[src/rtl/qdcc_regs.vh]
/*
 * Constants of the quad DAC command control block: register addresses,
 * command bit positions, reset value and serial frame layout.
 * Assumes it is included by bare name from the rtl files only.
 */
`ifndef QDCC_REGS_VH
`define QDCC_REGS_VH

// ----------------------------------------------------------------
// serial frame layout
// ----------------------------------------------------------------
`define QDCC_FRAME_BITS 5'h18
`define QDCC_FRAME_RW 23
`define QDCC_FRAME_ADDR_HI 19
`define QDCC_FRAME_ADDR_LO 16

// ----------------------------------------------------------------
// register addresses (4-bit field of the frame)
// ----------------------------------------------------------------
`define QDCC_ADDR_CONTROL 4'h0
`define QDCC_ADDR_CHAN_BASE 4'h4
`define QDCC_ADDR_CHAN_LAST 4'h7

// ----------------------------------------------------------------
// control_command fields
// ----------------------------------------------------------------
`define QDCC_CMD_RESET 16'h033C
`define QDCC_BIT_READ_LATCH 15
`define QDCC_BIT_LOAD_ALL 14
`define QDCC_BIT_RESTART 13
`define QDCC_BIT_SLEEP_A 12
`define QDCC_BIT_SLEEP_B 11
`define QDCC_BIT_RSVD 10
`define QDCC_BIT_GPIO1 9
`define QDCC_BIT_GPIO0 8
`define QDCC_BIT_GAIN_HI 5
`define QDCC_BIT_GAIN_LO 2

// ----------------------------------------------------------------
// channel data field
// ----------------------------------------------------------------
`define QDCC_CODE_HI 15
`define QDCC_CODE_LO 2

`endif

[src/rtl/qdcc_chan.v]
/*
 * One DAC channel: input data register, DAC latch and the written-since-
 * last-update mark that decides whether an update reloads the latch.
 * Assumes the update strobe and write strobe come from the same clock.
 */
module qdcc_chan #(
    parameter WIDTH = 14
) (
    // system
    input wire clock,
    input wire rst,
    // control
    input wire wr,
    input wire [WIDTH-1:0] wr_code,
    input wire update,
    // state
    output reg [WIDTH-1:0] input_code,
    output reg [WIDTH-1:0] latch_code
);

reg dirty;

// ----------------------------------------------------------------
// input register and latch
// ----------------------------------------------------------------
// a write in the update cycle keeps its mark: set wins over clear
always @(posedge clock) begin
    if (rst) begin
        input_code <= {WIDTH{1'b0}};
        latch_code <= {WIDTH{1'b0}};
        dirty <= 1'b0;
    end else begin
        if (update && dirty) begin
            latch_code <= input_code;
        end
        if (wr) begin
            input_code <= wr_code;
            dirty <= 1'b1;
        end else if (update) begin
            dirty <= 1'b0;
        end
    end
end

endmodule

[src/rtl/qdcc_spi_rx.v]
/*
 * Serial slave of the quad DAC command control block: synchronises the
 * pins, collects 24-bit frames and shifts out the read-back word.
 * Assumes sclk is well below a quarter of the system clock rate.
 */
`include "qdcc_regs.vh"

module qdcc_spi_rx (
    // system
    input wire clock,
    input wire rst,
    // pins
    input wire sclk_pin,
    input wire cs_n_pin,
    input wire sdi_pin,
    output wire sdo,
    output wire sdo_oe,
    // frame side
    input wire [23:0] tx_word,
    output reg [23:0] frame_word,
    output reg frame_valid
);

// ----------------------------------------------------------------
// pin synchronisers
// ----------------------------------------------------------------
reg sclk_m, sclk_s, sclk_d;
reg cs_m, cs_s, cs_d;
reg sdi_m, sdi_s;
reg [23:0] rx_sh;
reg [23:0] tx_sh;
reg [4:0] cnt;

wire sclk_fall = sclk_d & ~sclk_s;
wire sclk_rise = ~sclk_d & sclk_s;
wire cs_fall = cs_d & ~cs_s;
wire cs_rise = ~cs_d & cs_s;

assign sdo = tx_sh[23];
assign sdo_oe = ~cs_s;

always @(posedge clock) begin
    if (rst) begin
        // idle level of the serial clock, so no false edge after reset
        sclk_m <= 1'b1;
        sclk_s <= 1'b1;
        sclk_d <= 1'b1;
        cs_m <= 1'b1;
        cs_s <= 1'b1;
        cs_d <= 1'b1;
        sdi_m <= 1'b0;
        sdi_s <= 1'b0;
    end else begin
        sclk_m <= sclk_pin;
        sclk_s <= sclk_m;
        sclk_d <= sclk_s;
        cs_m <= cs_n_pin;
        cs_s <= cs_m;
        cs_d <= cs_s;
        sdi_m <= sdi_pin;
        sdi_s <= sdi_m;
    end
end

// ----------------------------------------------------------------
// shifting
// ----------------------------------------------------------------
// a frame of the wrong length is dropped whole, never half applied
always @(posedge clock) begin
    if (rst) begin
        rx_sh <= 24'h000000;
        tx_sh <= 24'h000000;
        cnt <= 5'h00;
        frame_word <= 24'h000000;
        frame_valid <= 1'b0;
    end else begin
        frame_valid <= 1'b0;
        if (cs_fall) begin
            cnt <= 5'h00;
            tx_sh <= tx_word;
        end else if (!cs_s) begin
            if (sclk_fall) begin
                rx_sh <= {rx_sh[22:0], sdi_s};
                if (cnt != 5'h1F) begin
                    cnt <= cnt + 5'h01;
                end
            end
            if (sclk_rise && cnt != 5'h00) begin
                tx_sh <= {tx_sh[22:0], 1'b0};
            end
        end
        if (cs_rise && cnt == `QDCC_FRAME_BITS) begin
            frame_word <= rx_sh;
            frame_valid <= 1'b1;
        end
    end
end

endmodule

[src/rtl/qdcc_top.v]
/*
 * Command register control of a quad 14-bit DAC: serial register access,
 * read-back source select, load-all update, software restart, group
 * sleep and two open-drain general-purpose pins.
 * Assumes a 10 MHz clock, pins asynchronous to it, serial clock slow
 * enough to be sampled, and the pin wires resolved outside.
 */
`include "qdcc_regs.vh"

// How it works
// - reset loads control register with 033Ch
// - read-source bit picks input or latch
// - load-all copies written channels to latches
// - only channels written since update reload
// - load-all bit clears after the update
// - load-all ignored while load pin low
// - restart bit resets all but the update-pin and gpio synchronisers, reads zero
// - group A sleep powers down channels 0,1
// - group B sleep powers down channels 2,3
// - serial side keeps working during sleep
// - reserved bit ignored, reads zero
// - gpio1 bit: one releases, zero drives low
// - gpio0 bit: one releases, zero drives low
// - gpio bits read back the pin level
// - access by 24-bit frame: rw, address, data
module qdcc_top #(
    parameter CODE_WIDTH = 14,
    parameter CHANNELS = 4
) (
    // system
    input wire clock,
    input wire srst,
    // serial port
    input wire sclk,
    input wire cs_n,
    input wire sdi,
    output wire sdo,
    output wire sdo_oe,
    // hardware update pin, active low
    input wire hw_latch_update_pin_n,
    // general-purpose open-drain pins
    input wire [1:0] gpio_in,
    output wire [1:0] gpio_out,
    output wire [1:0] gpio_oe,
    // analog side controls
    output wire [CHANNELS*CODE_WIDTH-1:0] dac_codes,
    output wire [CHANNELS-1:0] chan_sleep,
    output wire [CHANNELS-1:0] chan_gain_x4,
    output wire group_a_sleep,
    output wire group_b_sleep
);

// ----------------------------------------------------------------
// internal reset
// ----------------------------------------------------------------
// restart is a one-cycle pulse that feeds back into the same reset
// net as srst; only the update-pin and gpio synchronisers are reset by srst alone
reg restart_pending;
wire int_rst = srst | restart_pending;

// ----------------------------------------------------------------
// control_command storage
// ----------------------------------------------------------------
reg read_latch;
reg load_all_trigger;
reg sleep_a;
reg sleep_b;
reg [1:0] gpio_release;
reg [3:0] gain_x4;

// reset image of the whole register, sliced per field below
localparam [15:0] cmd_reset = `QDCC_CMD_RESET;

// ----------------------------------------------------------------
// pin synchronisers
// ----------------------------------------------------------------
reg hw_latch_update_pin_m, hw_latch_update_pin_s;
reg [1:0] gpio_m, gpio_s;

always @(posedge clock) begin
    if (srst) begin
        hw_latch_update_pin_m <= 1'b1;
        hw_latch_update_pin_s <= 1'b1;
        gpio_m <= 2'h3;
        gpio_s <= 2'h3;
    end else begin
        hw_latch_update_pin_m <= hw_latch_update_pin_n;
        hw_latch_update_pin_s <= hw_latch_update_pin_m;
        gpio_m <= gpio_in;
        gpio_s <= gpio_m;
    end
end

// ----------------------------------------------------------------
// serial slave
// ----------------------------------------------------------------
wire [23:0] frame_word;
wire frame_valid;
reg [23:0] tx_word;

qdcc_spi_rx u_spi (
    .clock(clock),
    .rst(int_rst),
    .sclk_pin(sclk),
    .cs_n_pin(cs_n),
    .sdi_pin(sdi),
    .sdo(sdo),
    .sdo_oe(sdo_oe),
    .tx_word(tx_word),
    .frame_word(frame_word),
    .frame_valid(frame_valid)
);

// ----------------------------------------------------------------
// frame decode
// ----------------------------------------------------------------
wire frame_read = frame_word[`QDCC_FRAME_RW];
wire [3:0] frame_addr =
    frame_word[`QDCC_FRAME_ADDR_HI:`QDCC_FRAME_ADDR_LO];
wire [15:0] frame_data = frame_word[15:0];

reg wr_control;
reg [CHANNELS-1:0] wr_chan;
reg rd_known;

always @* begin
    wr_control = 1'b0;
    wr_chan = {CHANNELS{1'b0}};
    rd_known = 1'b0;
    if (frame_addr == `QDCC_ADDR_CONTROL) begin
        wr_control = frame_valid & ~frame_read;
        rd_known = 1'b1;
    end else if (frame_addr >= `QDCC_ADDR_CHAN_BASE &&
                 frame_addr <= `QDCC_ADDR_CHAN_LAST) begin
        wr_chan[frame_addr[1:0]] = frame_valid & ~frame_read;
        rd_known = 1'b1;
    end
end

// ----------------------------------------------------------------
// latch update
// ----------------------------------------------------------------
// a pin held low updates written channels at once; a high pin needs
// the load-all pulse
wire update_all = load_all_trigger | ~hw_latch_update_pin_s;

// ----------------------------------------------------------------
// channels
// ----------------------------------------------------------------
wire [CHANNELS*CODE_WIDTH-1:0] input_codes;
wire [CODE_WIDTH-1:0] wr_code = frame_data[`QDCC_CODE_HI:`QDCC_CODE_LO];

genvar gi;
generate
    for (gi = 0; gi < CHANNELS; gi = gi + 1) begin : g_chan
        qdcc_chan #(
            .WIDTH(CODE_WIDTH)
        ) u_chan (
            .clock(clock),
            .rst(int_rst),
            .wr(wr_chan[gi]),
            .wr_code(wr_code),
            .update(update_all),
            .input_code(input_codes[gi*CODE_WIDTH +: CODE_WIDTH]),
            .latch_code(dac_codes[gi*CODE_WIDTH +: CODE_WIDTH])
        );
        // the lower half of the channels forms group A
        assign chan_sleep[gi] = (gi < CHANNELS / 2) ? sleep_a : sleep_b;
    end
endgenerate

// ----------------------------------------------------------------
// control register writes
// ----------------------------------------------------------------
always @(posedge clock) begin
    if (int_rst) begin
        read_latch <= cmd_reset[`QDCC_BIT_READ_LATCH];
        load_all_trigger <= cmd_reset[`QDCC_BIT_LOAD_ALL];
        sleep_a <= cmd_reset[`QDCC_BIT_SLEEP_A];
        sleep_b <= cmd_reset[`QDCC_BIT_SLEEP_B];
        gpio_release <= cmd_reset[`QDCC_BIT_GPIO1:`QDCC_BIT_GPIO0];
        gain_x4 <= cmd_reset[`QDCC_BIT_GAIN_HI:`QDCC_BIT_GAIN_LO];
    end else begin
        load_all_trigger <= 1'b0;
        if (wr_control) begin
            read_latch <= frame_data[`QDCC_BIT_READ_LATCH];
            // only a one starts an update, and only with the pin high
            if (frame_data[`QDCC_BIT_LOAD_ALL] && hw_latch_update_pin_s) begin
                load_all_trigger <= 1'b1;
            end
            sleep_a <= frame_data[`QDCC_BIT_SLEEP_A];
            sleep_b <= frame_data[`QDCC_BIT_SLEEP_B];
            gpio_release[1] <= frame_data[`QDCC_BIT_GPIO1];
            gpio_release[0] <= frame_data[`QDCC_BIT_GPIO0];
            gain_x4 <= frame_data[`QDCC_BIT_GAIN_HI:`QDCC_BIT_GAIN_LO];
        end
    end
end

// restart is cleared by the very reset it raises
always @(posedge clock) begin
    if (int_rst) begin
        restart_pending <= 1'b0;
    end else if (wr_control && frame_data[`QDCC_BIT_RESTART]) begin
        restart_pending <= 1'b1;
    end
end

// ----------------------------------------------------------------
// read-back
// ----------------------------------------------------------------
reg [15:0] control_command;
reg [15:0] rd_data;
reg [CODE_WIDTH-1:0] sel_code;

always @* begin
    control_command = 16'h0000;
    control_command[`QDCC_BIT_READ_LATCH] = read_latch;
    control_command[`QDCC_BIT_LOAD_ALL] = load_all_trigger;
    control_command[`QDCC_BIT_RESTART] = restart_pending;
    control_command[`QDCC_BIT_SLEEP_A] = sleep_a;
    control_command[`QDCC_BIT_SLEEP_B] = sleep_b;
    control_command[`QDCC_BIT_RSVD] = 1'b0;
    control_command[`QDCC_BIT_GPIO1] = gpio_s[1];
    control_command[`QDCC_BIT_GPIO0] = gpio_s[0];
    control_command[`QDCC_BIT_GAIN_HI:`QDCC_BIT_GAIN_LO] = gain_x4;
end

always @* begin
    if (read_latch) begin
        sel_code = dac_codes[frame_addr[1:0]*CODE_WIDTH +: CODE_WIDTH];
    end else begin
        sel_code = input_codes[frame_addr[1:0]*CODE_WIDTH +: CODE_WIDTH];
    end
    rd_data = 16'h0000;
    if (frame_addr == `QDCC_ADDR_CONTROL) begin
        rd_data = control_command;
    end else if (rd_known) begin
        rd_data[`QDCC_CODE_HI:`QDCC_CODE_LO] = sel_code;
    end
end

// the word is caught when the read frame ends and goes out on the
// next frame, so a gpio level is the one seen at the read command
always @(posedge clock) begin
    if (int_rst) begin
        tx_word <= 24'h000000;
    end else if (frame_valid && frame_read) begin
        tx_word <= {4'h0, frame_addr, rd_data};
    end
end

// ----------------------------------------------------------------
// outputs
// ----------------------------------------------------------------
// sleep touches only the analog side; the serial path is untouched
assign group_a_sleep = sleep_a;
assign group_b_sleep = sleep_b;
assign chan_gain_x4 = gain_x4;
assign gpio_out = 2'h0;
assign gpio_oe = ~gpio_release;

endmodule
[config.mk]
export PLATFORM = sky130hd
export DESIGN_NAME = qdcc_top
export DESIGN_NICKNAME = d
export VERILOG_FILES = /design/src/rtl/qdcc_chan.v /design/src/rtl/qdcc_spi_rx.v /design/src/rtl/qdcc_top.v
export VERILOG_INCLUDE_DIRS = /design/src /design/src/rtl
export SDC_FILE = /design/constraint.sdc
export NUM_CORES = 1
export LEC_CHECK = 0
export BUFFER_PORTS_ARGS = -buffer_cell sky130_fd_sc_hd__buf_2
export CAP_MARGIN = 20
export CELL_PAD_IN_SITES_DETAIL_PLACEMENT = 1
export CELL_PAD_IN_SITES_GLOBAL_PLACEMENT = 1
export CORE_UTILIZATION = 48
export DETAILED_ROUTE_END_ITERATION = 7
export GPL_TIMING_DRIVEN = 0
export PLACE_DENSITY_LB_ADDON = 0.25
export SYNTH_ARGS = -nofsm -noshare
export SYNTH_HDL_FRONTEND = slang
export SYNTH_SLANG_ARGS = --single-unit
[constraint.sdc]
create_clock -name clock -period 5.9 [get_ports clock]
set_input_delay 1.77 -clock clock [delete_from_list [all_inputs] [get_ports clock]]
set_output_delay 1.77 -clock clock [all_outputs]
set_load 0.05 [all_outputs]
Word-level counts from Yosys, hierarchy flattened. Cells that the tools add are included.

$add $sub $neg: 1. Multiply operators: 1. $lt $le $gt $ge: 4. Equal/unequal tests: 3. Shift-type cells: 2. Multiplexer cells: 20. Bitwise gates (word level): 17. Reductions and logical operators: 23.

Operators with widths (count): $shiftx 56x7->14 (2); $mux 24 (3); $mux 14 (3); $logic_and 1x1->1 (11); $mux 1 (11); $reduce_bool 2->1 (5); $mux 4 (2); $not 1->1 (8); $reduce_and 3->1 (2); $add 5x1->5 const B (1); $and 1x1->1 (5); $eq 5x5->1 const B (1); $mul 2x3->5 const B (1); $ne 5x5->1 const B (1); $reduce_bool 5->1 (1); $and 4x4->4 (1); $ge 4x3->1 const B (1); $le 4x3->1 const B (1); $logic_not 4->1 (1); $reduce_or 2->1 (2); $lt 2x3->1 const B (1); $demux 1 s2 (1); $ge 2x1->1 const B (1); $ne 2x2->1 const B (1); other kinds (3) (4).

Flip-flop bits (word level): 237. Bits of input ports: 8. Output and inout bits: 72. Word-level logic and storage cells: 108.

Depth between registers and ports, before layout. Gate-level depths: netlist of the first run.

Depth after elaboration: 8. Gate-level depth with buffers: 8. Gate-level depth less buffers: 7.

Hierarchy. From an unflattened synthesis of the first run, not the netlist that was laid out.

Cells, all modules: 1058. Area, all modules: 10896.7 um2.

Modules (own cells, without submodules): qdcc_chan (times used 4, cells each 113, area each 1300.0 um2, sequential area each 580.6 um2); qdcc_spi_rx (times used 1, cells each 368, area each 3344.5 um2, sequential area each 1721.7 um2); qdcc_top (times used 1, cells each 238, area each 2352.3 um2, sequential area each 700.7 um2).

Least setup slack after synthesis of the first run. OpenSTA, ideal clock, no wires.

Path kind: input -> register. Start: input srst. End: register u_spi.frame_word[14]. Setup time: 128 ps. Data arrival time: 2692 ps. Required time: 5772 ps. Slack: 3081 ps. Cell stages on the path: 5. Path buffers: 3. Cell sequence: or2_2 > clkbuf_1 > clkbuf_1 > clkbuf_1 > nor2_1.

Word-level cells in the longest chain between the ends: 1.

RTL lines: start: declaration (line qdcc_top.v:32) `input wire srst,`; $or 1x1->1 (line qdcc_top.v:59) `wire int_rst = srst | restart_pending;`; end signal: assignment (line qdcc_spi_rx.v:93) `frame_word <= rx_sh;`; end: declaration (line qdcc_spi_rx.v:20) `output reg [23:0] frame_word,`.

Every way passes these cells. A chain may end at the register's enable or synchronous reset.

Worst setup path after layout of the first run.
Start: input srst. End: register u_spi.rx_sh[22].

Word-level cells in the longest chain between the ends: 1.

RTL lines: $or 1x1->1 (line qdcc_top.v:59); end signal: assignment (line qdcc_spi_rx.v:83) `rx_sh <= {rx_sh[22:0], sdi_s};`; end: declaration (line qdcc_spi_rx.v:30) `reg [23:0] rx_sh;`.

Every way passes these cells.

==> summary.md, run 1 <==
| Metric | Value |
|---|---|
| Post_cts resized | 0 |
| Nets | 1,207 |
| DRC Markers | 0 |
| Post-CTS Hold Fix Bufs | 0 |
| Most frequent CP cell | clkbuf_1 |
| Fmax | 0.301 GHz |
| Clk_lat worst skew | 0.53 ns |
| Internal power | 0.00272 W |
| Multi-input gate area | 4130 um2 |
| Vias in the first global route | 8,303 |
| GR Layer Usage met2 | 50.5% |
| Cells after synthesis | 1,091 |
| Yosys reg bits | 230 |
| Psw | 0.000707 W |
| Num rows | 50 |
| Routability cong. | 0.834 |
| Sequential cell area | 4600 um2 |
| Setup TNS | 0 ns |
| Grt total ovfl | 0 |
| Core Util, Final | 57.7% |
| DP HPWL | 20.8 mm |
| Share of the clock period used by the worst path | 56.2% |
| Crit end category | flop |
| R2r endpoint | u_spi.rx_sh[22] |
| R2R setup slack | 3.49 ns |
| Max-cap viol count | 0 |
| Post-synth EDFFs | 0 |
| Final setup viols | 0 |
| ANT cells | 0 |
| Crit path buf inv count | 4 |
| First-pass GRT wire length | 46.6 mm |
| Worst-margin pin slew | 0.825 ns |
| Slowest stage delay, CP | 0.64 ns |
| Filler cell count | 2,278 |
| Syn-to-layout area delta | 17.9% |
| HP Start | u_spi.sclk_m |
| GR peak layer | met2 |
| Post-Route Skew | 0.0152 ns |
| TritonCTS clock tree | built |
| Total Power | 0.00343 W |
| Unrepaired setup endpoints after global routing | false |
| Clk sink count | 230 |
| Leakage | 3.88 nW |
| Core box area | 18,600 um2 |
| Ys Warns | 0 |
| Pwr/cell area | 319 nW/um2 |
| R2R cell count | 5 |
| Final hold vios | 0 |
| Required @ worst endpoint | 6.27 ns |
| Sw Ratio | 20.6% |
| Vias | 8,226 |
| Die width | 140 um |
| Commonest non-fill, non-tap cells in the layout | 333 x nand2_1, 230 x dfxtp_1, 171 x a21oi_1 |
| Cell family with most CP delay | buffers and inverters |
| PortBufs | 77 |
| Yosys cell types | 49 |
| Rel. slew slack | 45.0% |
| Layout cells sized above 1 | 14.3% |
| Area of the mapped netlist | 9120 um2 |
| GRT Util Overall | 31.1% |
| Post-route minimum period | 3.32 ns |
| CP max FO | 10 |
| Largest net degree at the start of global routing | 14 |
| CTS Buf Count | 25 |
| Wirelength per Cell | 20.7 um |
| Sequential fraction of the synthesis area | 50.5% |
| Cell Chain, Critical Path | buf_2 -> or2_2 -> clkbuf_1 -> clkbuf_1 -> clkbuf_1 -> a21oi_1 |
| Max clock buf depth | 3 |
| DRT Pass-1 Iters | 5 |
| Main synth FF type | dfxtp_1 |
| Initial core utilization | 48.9% |
| DRT antenna net count | 0 |
| WHS Endpoint | u_spi.sclk_s |
| Initial antenna violation count | 0 |
| Clock tree root buffer cell | clkbuf_16 |
| Async SR Flop Fraction | 0% |
| H-Tree Depth | 1 |
| GRT met3 Usage | 6.09% |
| Die H | 140 um |
| Gate power share | 2.0% |
| Slew Limit Fails | 0 |
| Die footprint | 19,600 um2 |
| Clock-pin slew on the worst setup and hold paths | 0.06 ns |
| Grt met1 use | 40.9% |
| Commonest non-fill, non-tap cell in the layout | nand2_1 |
| Routed vias/inst | 5.68 |
| Postcts setup bufs | 0 |
| Iter 0 DRT Violations | 511 |
| Crit start category | input pin |
| Clock power share | 52.2% |
| WHS Path Cells | 1 |
| Final wirelength | 30.0 mm |
| R2r startpoint | restart_pending |
| Crit path DAT | 3.69 ns |
| Status | finished, final reports clean |
| Reg power frac | 45.8% |
| Worst Hold Class | flop to flop |
| Top Ports | 80 |
| Fin Hold WS | 0.404 ns |
| Critical-path top delay cell | clkbuf_1 |
| Crit path kind | input pin to flop |
| Maximum VDD drop | 219 uV |
| Mapped Avg Cell Area | 8.36 um2 |
[stage by stage]
step                      setup slack (ns)  instances  area, um2
after floorplan                       3.08       1092       9120
after global placement                2.18       1403       9800
after detailed placement              2.08       1403       9800
after CTS                             2.64       1449      10800
after global routing                  2.54       1449      10800
final                                 2.58       1449      10800
[registers in the layout (all words and copies together), names as in the netlist, 2 cells and up]
| name | count |
|---|---|
| gpio_m | 2 |
| g_chan.u_chan.latch_code | 56 |
| tx_word | 18 |
| u_spi.tx_sh | 22 |
| u_spi.rx_sh | 24 |
| gpio_release | 2 |
| chan_gain_x4 | 4 |
| gpio_s | 2 |
| u_spi.frame_word | 19 |
| g_chan.u_chan.dirty | 4 |
| g_chan.u_chan.input_code | 56 |
| u_spi.cnt | 5 |
[cells in the mapped netlist (all sizes together) (10+ instances only)]
cell    count  area share (%)
clkbuf     55             2.3
buf        25             1.7
a31o       10            0.96
a21oi     171             9.4
a211oi     12            0.99
o221a      17             2.1
nor2       62             2.6
and2       14            0.96
a22oi      10            0.82
nand3      15            0.82
nor2b      14            0.96
nand2     333              14
mux2i      56             6.1
dfxtp     230              50
[power by group through the flow]
stage | registers, W | logic [W] | clock network (W)
5_1_grt | 0.00157 | 0.0000740 | 0.00187
3_5_place_dp | 0.00160 | 0.0000671 | 0
6_report | 0.00157 | 0.0000679 | 0.00179
2_1_floorplan | 0.00160 | 0.0000448 | 0
4_1_cts | 0.00157 | 0.0000675 | 0.00180
3_3_place_gp | 0.00160 | 0.0000654 | 0
[layout make-up]
| class | count | area share, % |
|---|---|---|
| plain buffers | 80 | 3.34 |
| well taps | 234 | 2.72 |
| clock buffers | 34 | 6.88 |
| inverters | 7 | 0.244 |
| flip-flops and latches | 230 | 42.8 |
| clock inverters | 12 | 1.99 |
| multi-input cells | 775 | 38.4 |
| repair buffers | 77 | 3.58 |
[kinds of logic (layout without fill, tap and decap cells)]
| group | count (synthesis) | after routing | share of synthesized area, % |
|---|---|---|---|
| compound gates | 233 | 233 | 15.3 |
| xor+xnor | 3 | 3 | 0.288 |
| fa+ha+maj | 3 | 3 | 0.412 |
| buf+inv | 87 | 210 | 4.23 |
| flops | 230 | 230 | 50.5 |
| mux | 61 | 61 | 7.38 |
| other cells | 1 | 2 | 0.0411 |
| simple gates | 473 | 473 | 21.8 |
[worst max-delay path by stage]
stage | cells past startpoint | start | slack (ns) | endpoint
floorplan | 5 | srst | 3.08 | u_spi.frame_word[14]
global placement | 6 | srst | 2.18 | u_spi.rx_sh[23]
detailed placement | 6 | srst | 2.08 | u_spi.rx_sh[22]
CTS | 6 | srst | 2.64 | u_spi.rx_sh[22]
global route | 6 | srst | 2.54 | u_spi.rx_sh[22]
finish | 6 | srst | 2.58 | u_spi.rx_sh[22]
[per-layer routing]
layer	routed length, um	vias up	part of all wire (%)
li1	-	3880	-
met1	13200	4027	44
met2	13800	252	46
met3	1960	67	6.5
met4	1040	0	3.5
met5	0	-	0
No activity file was read; power rests on OpenSTA's default activity.
==> run 2, diff against run 1 <==
--- a/config.mk
+++ b/config.mk
@@ -10,7 +10,7 @@
 export CAP_MARGIN = 20
 export CELL_PAD_IN_SITES_DETAIL_PLACEMENT = 1
 export CELL_PAD_IN_SITES_GLOBAL_PLACEMENT = 1
-export CORE_UTILIZATION = 48
+export CORE_UTILIZATION = 45
 export DETAILED_ROUTE_END_ITERATION = 7
 export GPL_TIMING_DRIVEN = 0
 export PLACE_DENSITY_LB_ADDON = 0.25
==> constraint.sdc (replaced) <==
create_clock -name clock -period 3.35 [get_ports clock]
set_input_delay 1.005 -clock clock [delete_from_list [all_inputs] [get_ports clock]]
set_output_delay 1.005 -clock clock [all_outputs]
set_load 0.05 [all_outputs]
==> run 2 against run 1 <==
Non-clock buffer count unchanged. Final cell count up 2.2%. Global-route usage down 2.0 points. Critical path type unchanged. Critical endpoint is now g_chan[0].u_chan.latch_code[9].
==> summary.md, run 2 (synthesized netlist as in run 1, its figures left out) <==
| Metric | Value |
|---|---|
| Crit path DAT | 2.87 ns (-0.82 ns) |
| Clock power share | 49.5% (-2.7 points) |
| Layout cells sized above 1 | 14.0% (-0.34 points) |
| Leakage | 3.83 nW (-1.4%) |
| Final hold vios | 0 (unchanged) |
| Vias in the first global route | 8,115 (-2.3%) |
| GRT Util Overall | 29.0% (-2.0 points) |
| Post-CTS Hold Fix Bufs | 0 (unchanged) |
| Required @ worst endpoint | 3.72 ns (-2.55 ns) |
| Biggest registers after layout | g_chan.u_chan.input_code (56), g_chan.u_chan.latch_code (56), u_spi.rx_sh (24) |
| Clk_lat worst skew | 0.55 ns (+0.02 ns) |
| Status | finished, final reports clean |
| Rel. slew slack | 46.3% (+1.4 points) |
| Unrepaired setup endpoints after global routing | false |
| Crit path buf inv count | 4 (unchanged) |
| Slew Limit Fails | 0 (unchanged) |
| Sw Ratio | 22.0% (+1.4 points) |
| Internal power | 0.00445 W (+64%) |
| Die H | 144 um (+3.2%) |
| Post-Route Skew | 0.0304 ns (+0.0152 ns) |
| Final setup viols | 0 (unchanged) |
| Final wirelength | 29.8 mm (-0.64%) |
| Nets | 1,208 (+0.083%) |
| Share of the clock period used by the worst path | 74.6% |
| Clock tree root buffer cell | clkbuf_16 |
| Setup TNS | 0 ns (unchanged) |
| Total Power | 0.00571 W (+67%) |
| Grt total ovfl | 0 (unchanged) |
| Commonest non-fill, non-tap cells in the layout | 333 x nand2_1, 230 x dfxtp_1, 171 x a21oi_1 |
| Post_cts resized | 0 (unchanged) |
| DRT antenna net count | 0 (unchanged) |
| Routability cong. | 0.857 (+2.8%) |
| Maximum VDD drop | 395 uV (+80%) |
| Top Ports | 80 (unchanged) |
| Crit end category | flop |
| DRT Pass-1 Iters | 6 (+1) |
| Cell family with most CP delay | buffers and inverters |
| Syn-to-layout area delta | 17.2% |
| DP HPWL | 21.2 mm (+1.6%) |
| Num rows | 51 (+2.0%) |
| Vias | 8,301 (+0.91%) |
| PortBufs | 77 (unchanged) |
| DRC Markers | 0 (unchanged) |
| Fmax | 0.400 GHz |
| First-pass GRT wire length | 45.5 mm (-2.4%) |
| Initial core utilization | 46.4% (-2.5 points) |
| Die width | 144 um (+3.2%) |
| Most frequent CP cell | clkbuf_1 |
| H-Tree Depth | 1 (unchanged) |
| Reg power frac | 48.4% (+2.6 points) |
| Postcts setup bufs | 0 (unchanged) |
| Initial antenna violation count | 0 (unchanged) |
| Routed vias/inst | 5.60 (-1.3%) |
| Iter 0 DRT Violations | 479 (-6.3%) |
| Largest net degree at the start of global routing | 14 (unchanged) |
| Wirelength per Cell | 20.1 um (-2.8%) |
| Clock-pin slew on the worst setup and hold paths | 0.06 ns (about the same) |
| Slowest stage delay, CP | 0.58 ns (-0.06 ns) |
| Core box area | 19,700 um2 (+5.4%) |
| Critical-path top delay cell | clkbuf_1 |
| Die footprint | 20,800 um2 (+6.6%) |
| Post-route minimum period | 2.50 ns |
| Psw | 0.00126 W (+78%) |
| TritonCTS clock tree | built |
| Commonest non-fill, non-tap cell in the layout | nand2_1 |
| Worst Hold Class | flop to flop |
| Gate power share | 2.1% (about the same) |
| Pwr/cell area | 534 nW/um2 (+68%) |
| Worst-margin pin slew | 0.805 ns (-0.0204 ns) |
| Max-cap viol count | 0 (unchanged) |
| Cell Chain, Critical Path | buf_2 -> or2_2 -> clkbuf_1 -> clkbuf_1 -> clkbuf_1 -> a21oi_1 |
| Max clock buf depth | 3 (unchanged) |
| CTS Buf Count | 26 (+4.0%) |
| Clk sink count | 230 (unchanged) |
| ANT cells | 0 (unchanged) |
| CP max FO | 10 (unchanged) |
| Crit start category | input pin |
| Crit path kind | input pin to flop |
## run 2: power groups by stage
stage / registers (W) / logic [W] / clock network [W]
finish: 0.00276 / 0.000118 / 0.00282
global route: 0.00276 / 0.000129 / 0.00295
CTS: 0.00276 / 0.000118 / 0.00285
detailed placement: 0.00282 / 0.000117 / 0
global placement: 0.00282 / 0.000115 / 0
floorplan: 0.00282 / 0.0000789 / 0
## run 2: worst paths after layout
check	startpoint	to	slack [ns]	depth (start not counted)
setup reg to reg	read_latch	tx_word[11]	0.97	6
hold reg to reg	u_spi.sclk_m	u_spi.sclk_s	0.41	1
hold / removal	u_spi.sclk_m	u_spi.sclk_s	0.41	1
setup / recovery	srst	g_chan[0].u_chan.latch_code[9]	0.85	6
## run 2: worst register-to-register path, delay by kind of cell (launching register included)
kind / cells / cell delay, ns
buffers and inverters: 3 / 1.02
muxes: 1 / 0.48
AOI/OAI and AO/OA: 2 / 0.45
DFF: 1 / 0.30
## run 2: per-stage QoR
stage               hold slack, ns  util, %  cell area [um2]  worst slack, ns  instances
floorplan                    0.384        -             9120             1.30       1092
global placement             0.393     50.1             9840            0.388       1434
detailed placement           0.396     50.1             9840            0.349       1434
CTS                          0.411     54.4            10700            0.887       1481
global route                 0.416     54.4            10700            0.782       1481
finish                       0.407     54.4            10700            0.852       1481
## run 2: layout make-up
class / count / area [um2]
Buffer: 80 / 359
Clock buffer: 39 / 769
Clock inverter: 8 / 80.1
Fill cell: 2420 / 8960
Inverter: 7 / 26.3
Multi-Input combinational cell: 775 / 4130
Sequential cell: 230 / 4600
Tap cell: 265 / 332
Timing Repair Buffer: 77 / 385
## run 2: routing by layer
metal  part of all wire (%)  vias to the layer above  GRT usage, %  wire (um)
met3                    7.1                       54          4.47       2110
met5                      0                        -             0          0
li1                       -                     3889             -          -
met1                     44                     4093          39.1      13000
met2                     46                      265          47.1      13700
met4                    3.4                        0          10.2       1000
